## src/common/lp_ctrl_pkg.sv

```systemverilog
// shared constants and types for the low-power wait/stop controller
package lp_ctrl_pkg;

  // sizes
  localparam int unsigned bus_w   = 16;
  localparam int unsigned n_irq   = 4;
  localparam int unsigned prio_w  = 3;
  localparam int unsigned addr_w  = 5;
  localparam int unsigned data_w  = 32;

  // register byte offsets
  localparam logic [addr_w-1:0] ctrl_off     = 5'h00;
  localparam logic [addr_w-1:0] status_off   = 5'h04;
  localparam logic [addr_w-1:0] prio_off     = 5'h08;
  localparam logic [addr_w-1:0] port_out_off = 5'h0c;
  localparam logic [addr_w-1:0] port_dir_off = 5'h10;
  localparam logic [addr_w-1:0] port_in_off  = 5'h14;

  // control register fields
  localparam int unsigned ctrl_wait_bit = 0;
  localparam int unsigned ctrl_stop_bit = 1;
  localparam int unsigned ctrl_mode_lsb = 2;

  // status register fields
  localparam int unsigned stat_state_lsb = 0;
  localparam int unsigned stat_cause_lsb = 2;
  localparam int unsigned stat_mode_lsb  = 4;

  typedef enum logic [1:0] {
    pm_single = 2'b00,
    pm_expand = 2'b01,
    pm_micro  = 2'b10
  } proc_mode_t;

  typedef enum logic [1:0] {
    st_run  = 2'b00,
    st_wait = 2'b01,
    st_stop = 2'b10
  } lp_state_t;

  typedef enum logic [1:0] {
    wk_reset = 2'b00,
    wk_nmi   = 2'b01,
    wk_irq   = 2'b10
  } wake_cause_t;

  // reset values
  localparam proc_mode_t          mode_rst = pm_single;
  localparam logic [bus_w-1:0]    port_rst = 16'h0000;
  localparam logic [n_irq*prio_w-1:0] prio_rst = 12'h000;
  localparam logic [prio_w-1:0]   prio_off_lvl = 3'h0;

  // pin drive carrier
  typedef struct packed {
    logic [bus_w-1:0] level;
    logic [bus_w-1:0] enable;
  } pin_drive_t;

endpackage

```

## src/core/lp_ctrl.sv

```systemverilog
// low-power wait/stop controller with bus pin hold and port control
//
// Local design decisions: the placing of the registers and register access over Avalon-MM.
`timescale 1ns/100ps
module lp_ctrl (
  // clock and reset
  input  wire logic                                     clock,
  input  wire logic                                     rst,
  // avalon-mm slave
  input  wire logic [lp_ctrl_pkg::addr_w-1:0]           avs_address,
  input  wire logic                                     avs_read,
  input  wire logic                                     avs_write,
  input  wire logic [lp_ctrl_pkg::data_w-1:0]           avs_writedata,
  input  wire logic [3:0]                               avs_byteenable,
  output logic      [lp_ctrl_pkg::data_w-1:0]           avs_readdata,
  output logic                                          avs_waitrequest,
  // cpu side
  input  wire logic                                     wait_insn,
  output logic                                          cpu_clk_en,
  output logic                                          osc_en,
  output logic                                          wake_pulse,
  // interrupt pins, asynchronous
  input  wire logic [lp_ctrl_pkg::n_irq-1:0]            irq_req,
  input  wire logic                                     nmi_n,
  // external bus engine, same clock
  input  wire lp_ctrl_pkg::pin_drive_t                  bus_drive,
  // bus/port pins
  input  wire logic [lp_ctrl_pkg::bus_w-1:0]            pin_i,
  output lp_ctrl_pkg::pin_drive_t                       pin_out
);

  localparam int unsigned BW = lp_ctrl_pkg::bus_w;
  localparam int unsigned NI = lp_ctrl_pkg::n_irq;
  localparam int unsigned PW = lp_ctrl_pkg::prio_w;

  typedef struct packed {
    lp_ctrl_pkg::lp_state_t   state;
    lp_ctrl_pkg::proc_mode_t  mode;
    lp_ctrl_pkg::wake_cause_t cause;
    logic                     stop_bit;
    logic [NI*PW-1:0]         prio;
    logic [BW-1:0]            port_out;
    logic [BW-1:0]            port_dir;
    lp_ctrl_pkg::pin_drive_t  pins;
    logic                     waitreq;
    logic [31:0]              rdata;
    logic                     clk_en;
    logic                     osc;
    logic                     wake;
  } ctrl_st_t;

  ctrl_st_t st_ff;
  ctrl_st_t nxt_st;

  // synchronised pins
  logic [NI-1:0] irq_s;
  logic          nmi_n_s;
  logic [BW-1:0] pin_s;

  lp_sync2 #(
    .W       (NI + 1),
    .RST_VAL ({{NI{1'b0}}, 1'b1})
  ) u_sync_evt (
    .clock (clock),
    .rst   (rst),
    .d     ({irq_req, nmi_n}),
    .q     ({irq_s, nmi_n_s})
  );

  lp_sync2 #(
    .W       (BW),
    .RST_VAL ('0)
  ) u_sync_pin (
    .clock (clock),
    .rst   (rst),
    .d     (pin_i),
    .q     (pin_s)
  );

  // merge write data into a register under byte enables
  function automatic logic [31:0] be_merge(input logic [31:0] old_v,
                                           input logic [31:0] new_v,
                                           input logic [3:0]  be);
    logic [31:0] r;
    r = old_v;
    for (int b = 0; b < 4; b++) begin
      if (be[b]) begin
        r[b*8 +: 8] = new_v[b*8 +: 8];
      end
    end
    return r;
  endfunction

  // wake qualification
  logic [NI-1:0] irq_ok;
  logic          nmi_hit;
  logic          wake_cond;
  logic          low_power;
  logic          bus_mode;

  always_comb begin
    for (int i = 0; i < NI; i++) begin
      irq_ok[i] = irq_s[i] &&
                  (st_ff.prio[i*PW +: PW] != lp_ctrl_pkg::prio_off_lvl);
    end
  end

  assign nmi_hit   = !nmi_n_s;
  assign wake_cond = nmi_hit || (|irq_ok);
  assign low_power = (st_ff.state != lp_ctrl_pkg::st_run);
  assign bus_mode  = (st_ff.mode != lp_ctrl_pkg::pm_single);

  // bus request decode
  logic        req;
  logic        wr_commit;
  logic [31:0] wd_ctrl;
  logic [31:0] mrg_prio;
  logic [31:0] mrg_out;
  logic [31:0] mrg_dir;

  assign req       = avs_read || avs_write;
  assign wr_commit = avs_write && !st_ff.waitreq;

  always_comb begin
    nxt_st  = st_ff;
    wd_ctrl = be_merge(32'h0000_0000, avs_writedata, avs_byteenable);
    mrg_prio = be_merge(32'(st_ff.prio), avs_writedata, avs_byteenable);
    mrg_out  = be_merge(32'(st_ff.port_out), avs_writedata, avs_byteenable);
    mrg_dir  = be_merge(32'(st_ff.port_dir), avs_writedata, avs_byteenable);
    nxt_st.wake = 1'b0;

    // handshake: one wait cycle, then one ready cycle
    nxt_st.waitreq = !(req && st_ff.waitreq);

    // read data captured while waitrequest is high
    if (avs_read && st_ff.waitreq) begin
      if (avs_address == lp_ctrl_pkg::ctrl_off) begin
        nxt_st.rdata = '0;
        nxt_st.rdata[lp_ctrl_pkg::ctrl_stop_bit] = st_ff.stop_bit;
        nxt_st.rdata[lp_ctrl_pkg::ctrl_mode_lsb +: 2] = st_ff.mode;
      end else if (avs_address == lp_ctrl_pkg::status_off) begin
        nxt_st.rdata = '0;
        nxt_st.rdata[lp_ctrl_pkg::stat_state_lsb +: 2] = st_ff.state;
        nxt_st.rdata[lp_ctrl_pkg::stat_cause_lsb +: 2] = st_ff.cause;
        nxt_st.rdata[lp_ctrl_pkg::stat_mode_lsb +: 2]  = st_ff.mode;
      end else if (avs_address == lp_ctrl_pkg::prio_off) begin
        nxt_st.rdata = 32'(st_ff.prio);
      end else if (avs_address == lp_ctrl_pkg::port_out_off) begin
        nxt_st.rdata = 32'(st_ff.port_out);
      end else if (avs_address == lp_ctrl_pkg::port_dir_off) begin
        nxt_st.rdata = 32'(st_ff.port_dir);
      end else if (avs_address == lp_ctrl_pkg::port_in_off) begin
        nxt_st.rdata = 32'(pin_s);
      end else begin
        nxt_st.rdata = '0;
      end
    end

    // low-power state machine
    case (st_ff.state)
      lp_ctrl_pkg::st_run: begin
        if (st_ff.stop_bit) begin
          nxt_st.state = lp_ctrl_pkg::st_stop;
        end else if (wait_insn) begin
          nxt_st.state = lp_ctrl_pkg::st_wait;
        end
      end
      lp_ctrl_pkg::st_wait, lp_ctrl_pkg::st_stop: begin
        if (wake_cond) begin
          nxt_st.state    = lp_ctrl_pkg::st_run;
          nxt_st.stop_bit = 1'b0;
          nxt_st.wake     = 1'b1;
          nxt_st.cause    = nmi_hit ? lp_ctrl_pkg::wk_nmi
                                    : lp_ctrl_pkg::wk_irq;
        end
      end
      default: begin
        nxt_st.state = lp_ctrl_pkg::st_run;
      end
    endcase

    // register writes; a software set of the stop bit wins over the wake clear
    if (wr_commit) begin
      if (avs_address == lp_ctrl_pkg::ctrl_off) begin
        if (avs_byteenable[0]) begin
          if (wd_ctrl[lp_ctrl_pkg::ctrl_stop_bit]) begin
            nxt_st.stop_bit = 1'b1;
          end
          if (wd_ctrl[lp_ctrl_pkg::ctrl_wait_bit] &&
              st_ff.state == lp_ctrl_pkg::st_run) begin
            nxt_st.state = lp_ctrl_pkg::st_wait;
          end
          if (wd_ctrl[lp_ctrl_pkg::ctrl_mode_lsb +: 2] != 2'b11) begin
            nxt_st.mode = lp_ctrl_pkg::proc_mode_t'(
                            wd_ctrl[lp_ctrl_pkg::ctrl_mode_lsb +: 2]);
          end
        end
      end else if (avs_address == lp_ctrl_pkg::prio_off) begin
        nxt_st.prio = mrg_prio[NI*PW-1:0];
      end else if (avs_address == lp_ctrl_pkg::port_out_off) begin
        if (!bus_mode) begin
          nxt_st.port_out = mrg_out[BW-1:0];
        end
      end else if (avs_address == lp_ctrl_pkg::port_dir_off) begin
        if (!bus_mode) begin
          nxt_st.port_dir = mrg_dir[BW-1:0];
        end
      end
    end

    // pin drive: bus frozen in low power, ports in single-chip mode
    if (!bus_mode) begin
      nxt_st.pins.level  = st_ff.port_out;
      nxt_st.pins.enable = st_ff.port_dir;
    end else if (!low_power) begin
      nxt_st.pins = bus_drive;
    end else begin
      nxt_st.pins = st_ff.pins;
    end

    // clock gating follows the next state
    nxt_st.clk_en = (nxt_st.state == lp_ctrl_pkg::st_run);
    nxt_st.osc    = (nxt_st.state != lp_ctrl_pkg::st_stop);
  end

  always_ff @(posedge clock) begin
    if (rst) begin
      st_ff.state    <= lp_ctrl_pkg::st_run;
      st_ff.mode     <= lp_ctrl_pkg::mode_rst;
      st_ff.cause    <= lp_ctrl_pkg::wk_reset;
      st_ff.stop_bit <= 1'b0;
      st_ff.prio     <= lp_ctrl_pkg::prio_rst;
      st_ff.port_out <= lp_ctrl_pkg::port_rst;
      st_ff.port_dir <= lp_ctrl_pkg::port_rst;
      st_ff.pins     <= '0;
      st_ff.waitreq  <= 1'b1;
      st_ff.rdata    <= '0;
      st_ff.clk_en   <= 1'b1;
      st_ff.osc      <= 1'b1;
      st_ff.wake     <= 1'b0;
    end else begin
      st_ff <= nxt_st;
    end
  end

  assign avs_readdata    = st_ff.rdata;
  assign avs_waitrequest = st_ff.waitreq;
  assign cpu_clk_en      = st_ff.clk_en;
  assign osc_en          = st_ff.osc;
  assign wake_pulse      = st_ff.wake;
  assign pin_out         = st_ff.pins;
endmodule

```

## src/core/lp_sync2.sv

```systemverilog
// two-flop synchroniser for asynchronous pin inputs
`timescale 1ns/100ps
module lp_sync2 #(
  parameter int unsigned       W       = 1,
  parameter logic [W-1:0]      RST_VAL = '0
) (
  // clock and reset
  input  wire logic         clock,
  input  wire logic         rst,
  // data
  input  wire logic [W-1:0] d,
  output logic      [W-1:0] q
);

  typedef struct packed {
    logic [W-1:0] meta;
    logic [W-1:0] sync;
  } sync_st_t;

  sync_st_t st_ff;
  sync_st_t nxt_st;

  always_comb begin
    nxt_st      = st_ff;
    nxt_st.meta = d;
    nxt_st.sync = st_ff.meta;
  end

  always_ff @(posedge clock) begin
    if (rst) begin
      st_ff <= '{meta: RST_VAL, sync: RST_VAL};
    end else begin
      st_ff <= nxt_st;
    end
  end

  assign q = st_ff.sync;

endmodule

```

## config.mk

```make
export PLATFORM = sky130hd
export DESIGN_NAME = lp_ctrl
export DESIGN_NICKNAME = d
export VERILOG_FILES = /design/src/common/lp_ctrl_pkg.sv /design/src/core/lp_ctrl.sv /design/src/core/lp_sync2.sv
export SDC_FILE = /design/constraint.sdc
export NUM_CORES = 1
export LEC_CHECK = 0
export BUFFER_PORTS_ARGS = -buffer_cell sky130_fd_sc_hd__buf_2
export CORE_AREA = 2 2 128 130
export DETAILED_ROUTE_END_ITERATION = 16
export DIE_AREA = 0 0 130 132
export PLACE_DENSITY = 0.65
export SLEW_MARGIN = 20
export SYNTH_ARGS = -nofsm -noshare
export SYNTH_HDL_FRONTEND = slang
export SYNTH_SLANG_ARGS = --single-unit
```

## constraint.sdc

```tcl
create_clock -name clock -period 1.71 [get_ports clock]
set_input_delay 0.0855 -clock clock [delete_from_list [all_inputs] [get_ports clock]]
set_output_delay 0.0855 -clock clock [all_outputs]
set_load 0.05 [all_outputs]
```

Word-level counts from Yosys, hierarchy flattened
Index checks and enable logic that the tools add are counted.
{ "totals": {"out_inout_bits": 68, "elab_cells": 109, "ff_bits": 161, "inputBits": 99} }
{ "classes": {"n_eq_ne": 10, "reduce_logical": 33, "n_mux": 40, "bitwise": 5} }
{ "ops": {"columns": ["op", "n"], "rows": [
  ["$mux 16", 11],
  ["$mux 32", 3],
  ["$mux 45", 1],
  ["$mux 44", 1],
  ["$mux 8", 5],
  ["$mux 4", 5],
  ["$reduce_and 7->1", 2],
  ["$mux 12", 1],
  ["$mux 2", 6],
  ["$reduce_and 4->1", 3],
  ["$reduce_and 6->1", 2],
  ["$reduce_bool 3->1", 4],
  ["$eq 5x4->1 const B", 2],
  ["$eq 5x5->1 const B", 2],
  ["$logic_and 1x1->1", 8],
  ["$mux 1", 6],
  ["$ne 2x2->1 const B", 3],
  ["$eq 5x3->1 const B", 1],
  ["$logic_not 5->1", 1],
  ["$not 1->1", 5],
  ["$logic_not 2->1", 2],
  ["$pmux 2 s2", 1],
  ["$reduce_bool 2->1", 2],
  ["$reduce_or 2->1", 2],
  ["6 further kinds", 9]
]} }

Logic depth before layout (Yosys ltp)
{ "depth": {"depth_word": 11, "ltp_mapped": 8, "ltp_nobuf": 7} }

Hierarchy
From an unflattened synthesis, not the netlist that was laid out.
{ "hier_totals": {"cells_unflattened": 669, "area_unflattened_um2": 6339.8} }
{ "by_module_without_submodules": {"columns": ["mod", "seq_area_each_um2", "n_inst", "area_per_inst_um2", "cells_per_inst"], "rows": [
  ["lp_ctrl", 2062.0, 1, 5213.8, 582],
  ["lp_sync2 (u_sync_pin)", 640.6, 1, 863.3, 67],
  ["lp_sync2 (u_sync_evt)", 200.2, 1, 262.8, 20]
]} }

Worst setup path before layout
No wires, ideal clock.
{ "synth_path": {"kind": "flip-flop to flip-flop", "startpoint": "register st_ff (netlist bit avs_waitrequest)", "endpoint": "register st_ff (netlist bit osc_en)", "slack_ns": -0.137, "synth_period_minus_slack_ns": 1.847, "required_ns": 1.578, "t_arrival_ns": 1.714, "setup_time_ns": 0.132, "path_stages_with_launch": 6, "n_path_buf": 0, "cell_sequence": "dfxtp_1 > nand3b_1 > nor4_2 > or4_1 > nor2_1 > o311ai_1"} }
{ "synth_between": {"elab_chain_cells": 4} }
{ "synth_lines": {"columns": ["element", "line", "rtl"], "rows": [
  ["start, declared", "lp_ctrl.sv:52", "ctrl_st_t st_ff;"],
  ["start signal, assigned", "lp_ctrl.sv:242", "st_ff <= nxt_st;"],
  ["$logic_not 1->1", "lp_ctrl.sv:122", "assign wr_commit = avs_write && !st_ff.waitreq;"],
  ["$logic_and 1x1->1", "lp_ctrl.sv:122", null],
  ["$mux 4", "lp_ctrl.sv:183", "if (wr_commit) begin"],
  ["$ne 2x2->1", "lp_ctrl.sv:223", "nxt_st.osc = (nxt_st.state != lp_ctrl_pkg::st_stop);"]
]} }
Every way passes these cells.
A chain may end at the register's enable or synchronous reset.

Final worst setup path
{ "layout_path": {"startpoint": "register st_ff[104] (netlist name)", "endpoint": "register st_ff[114] (netlist name)"} }
{ "layout_between": {"elab_chain_cells": 5} }
{ "layout_lines": {"columns": ["element", "line", "rtl"], "rows": [
  ["$reduce_bool 3->1", "lp_ctrl.sv:104", "(st_ff.prio[i*PW +: PW] != lp_ctrl_pkg::prio_off_lvl);"],
  ["$logic_and 1x1->1", "lp_ctrl.sv:103", "irq_ok[i] = irq_s[i] &&"],
  ["$reduce_or 4->1", "lp_ctrl.sv:109", "assign wake_cond = nmi_hit || (|irq_ok);"],
  ["$logic_or 1x1->1", "lp_ctrl.sv:109", null],
  ["$reduce_and 2->1 (no source line)", null, null]
]} }
Every way passes these cells.

==> run summary <==
Status: completed
Total CTS buffers: 17
Highest Clock Rate: 594.3 MHz
H-tree depth: 4
Setup ws final: 0.02731 ns
Worst path required time: 2.00 ns
Initial drt markers: 267
Stages on the worst setup path: 7
Multi-input gate area: 2760 µm²
Seq/Total Area, Yosys: 46.61%
Hold WS: 0.02566 ns
Final Max Tran Viols: 0
Leakage dissipation: 3.447 nW
Crit path max fanout: 4
Worst-Skew Late Latency: 0.42 ns
R2R Setup Slk: 0.03 ns
GP Congestion: 0.8880
CP max stage delay: 0.35 ns
Fill count: 1,458
Worst path slowest cell: dfxtp_1
Core Region: 15,710 µm²
Min-Delay Path Class: in -> reg
Die area: 17,160 µm²
Pwr/cell area: 1044 nW/µm²
Skew final: 0.007649 ns
CTS tree: yes
Synth top area share: 46.61%
Worst-path clk slew: 0.06 ns
Synth cell count leaders: dfxtp_1 (145), nor2_1 (90), mux2i_1 (67)
Initial Util: 39.63%
Async S/R FF share, synth: 0%
Final setup viols: 0
Placed cell count: 949
Share of cells above drive strength 1: 27.20%
Crit. End Element: flip-flop
Final Cell Area: 7949 µm²
Avg Cell Area, Syn: 9.378 µm²
WP buf/inv: 2
CTS max path bufs: 2
FF/Latch Area: 2905 µm²
Root Driver: clkbuf_16
Number of global-route vias before repair: 4,622
Cell Area, Synth: 6227 µm²
Worst vdd ir: 0.6960 mV
Place WS: 0.02901 ns
IO Port Bufs: 132
Largest net degree at the start of global routing: 112
WL per Instance: 15.20 µm
Post-synth EDFFs: 0
Tmin final: 1.683 ns
Initial antenna violation count: 1
Final WL: 15,520 µm
Max cap viols: 0
Chip width: 130 µm
First-pass GRT wire length: 24,010 µm
Antenna cell count: 0
Die Height: 132 µm
Post-DRT Antenna Nets: 0
Fin crit share: 98.40%
Area leader, netlist: dfxtp_1
CTS Sinks: 145
Reg2Reg Depth: 7
CP Cell Sequence: o31ai_2 -> nand3_2 -> buf_4 -> o21ai_0 -> buf_4 -> mux2i_1 -> nor2_1
GR Overflow Total: 0
TritonRoute pass-1 iters: 5
All-Layer GR Usage: 18.10%
Count of mapped cells out of synthesis: 664
Synth top area cells: dfxtp_1 (47%), mux2i_1 (11%), buf_4 (7.7%), nor2_1 (5.4%), nor2b_1 (4.4%)
Layout Nets: 895
Most frequent cell after synthesis: dfxtp_1
Synthesis Warnings: 0
Synth Flop Type: dfxtp_1
Routed vias: 4,943
RSZ-0062 raised after global routing: yes
Arrival time at the worst endpoint: 1.97 ns
Hold path cells: 3
Crit path launch type: flip-flop
Top delay family on crit path: compound AO/OA/AOI/OAI gates
DRC violations left: 0
Post-synthesis register bit count: 145
DP Wirelength: 11,060 µm
Post-synth cell types: 47
Slew HR: 66.37%
Final hold vios: 0
Crit path top cell by count: buf_4
Area grow syn2layout: 27.65%
Worst slew pin tran: 0.5045 ns
Final Instance Count excl. Fillers: 1,021
Placed inst area: 6832 µm²
Via density: 4.841
Critical path class: reg -> reg
I/O pin count: 167
Rows: 46
==> placed cells by master (no fill, tap or decap), drive strengths merged, types with 10 or more instances in the layout <==
cell type | Yosys | final
conb | 1 | 16
nor2b | 45 | 45
dlygate4sd3 | 0 | 39
or2 | 10 | 10
clkbuf | 31 | 19
a211oi | 32 | 32
a22oi | 17 | 17
nand2 | 23 | 23
dfxtp | 145 | 145
buf | 75 | 163
mux2i | 67 | 67
o21ai | 24 | 24
a21oi | 32 | 32
nor2 | 90 | 90
==> area by class of cell <==
cell class / count / share of cell area, %
flip-flops and latches: 145 / 36.55
inverters: 6 / 0.2833
clock buffers: 19 / 5.572
clock inverters: 11 / 2.660
repair buffers: 202 / 16.81
multi-input cells: 422 / 34.72
well taps: 216 / 3.400
==> per-layer routing <==
| metal | track usage (%) | routed length [µm] |
|---|---|---|
| met5 | 0 | 7 |
| met2 | 27.78 | 7128 |
| met3 | 4.830 | 848 |
| met4 | 8.005 | 444 |
| met1 | 23.79 | 7091 |
==> power breakdown <==
group	switching, mW	internal, mW
Clock	1.36	2.75
Sequential	0.0290	3.44
Combinational	0.416	0.300
==> stage by stage <==
step,util [%],power [mW],TNS (ns)
CTS,50.13,8.349,0
floorplan,-,3.972,0
detailed placement,43.48,4.173,0
global placement,43.48,4.169,0
finish,50.59,8.295,0
global route,50.59,8.563,-0.05272
==> path summary, 6_finish.rpt <==
kind                                            from              end
worst min register to register  u_sync_evt.nxt_st[0]  u_sync_evt.q[0]
worst max-delay path                      st_ff[104]       st_ff[114]
worst min-delay path                   bus_drive[29]      pin_out[29]
worst max register to register            st_ff[104]       st_ff[114]
==> repair_timing <==
action	CTS	global route
buffers inserted	0	3
hold endpoints to repair	60	0
hold buffers	39	0
endpoints found under the setup margin	0	29
gates resized for setup	0	10
==> cells by family (layout without fill, tap and decap cells) <==
| group | Yosys count | in the layout | synth area share (%) |
|---|---|---|---|
| buffers and inverters | 112 | 238 | 10.79 |
| other | 1 | 16 | 0.06022 |
| DFF | 145 | 145 | 46.61 |
| AOI/OAI and AO/OA | 135 | 135 | 14.51 |
| adders and majority gates | 2 | 2 | 0.4018 |
| muxes | 67 | 67 | 10.77 |
| and+or+nand+nor | 202 | 202 | 16.86 |
==> worst reg2reg max path, stage by stage, from the launching register on <==
cell and delay, ns:
dfxtp_1 0.35, o31ai_2 0.27, nand3_2 0.14, buf_4 0.16, o21ai_0 0.23, buf_4 0.18
mux2i_1 0.18, nor2_1 0.05
==> registers in the layout, indices dropped and copies added (netlist names) <==
signal and flops:
u_sync_pin.q 16, avs_waitrequest 1, avs_readdata 16, st_ff 51
osc_en 1, u_sync_evt.nxt_st 5, u_sync_evt.q 5, cpu_clk_en 1
wake_pulse 1, pin_out 32, u_sync_pin.nxt_st 16
No activity file was read; power rests on OpenSTA's default activity.
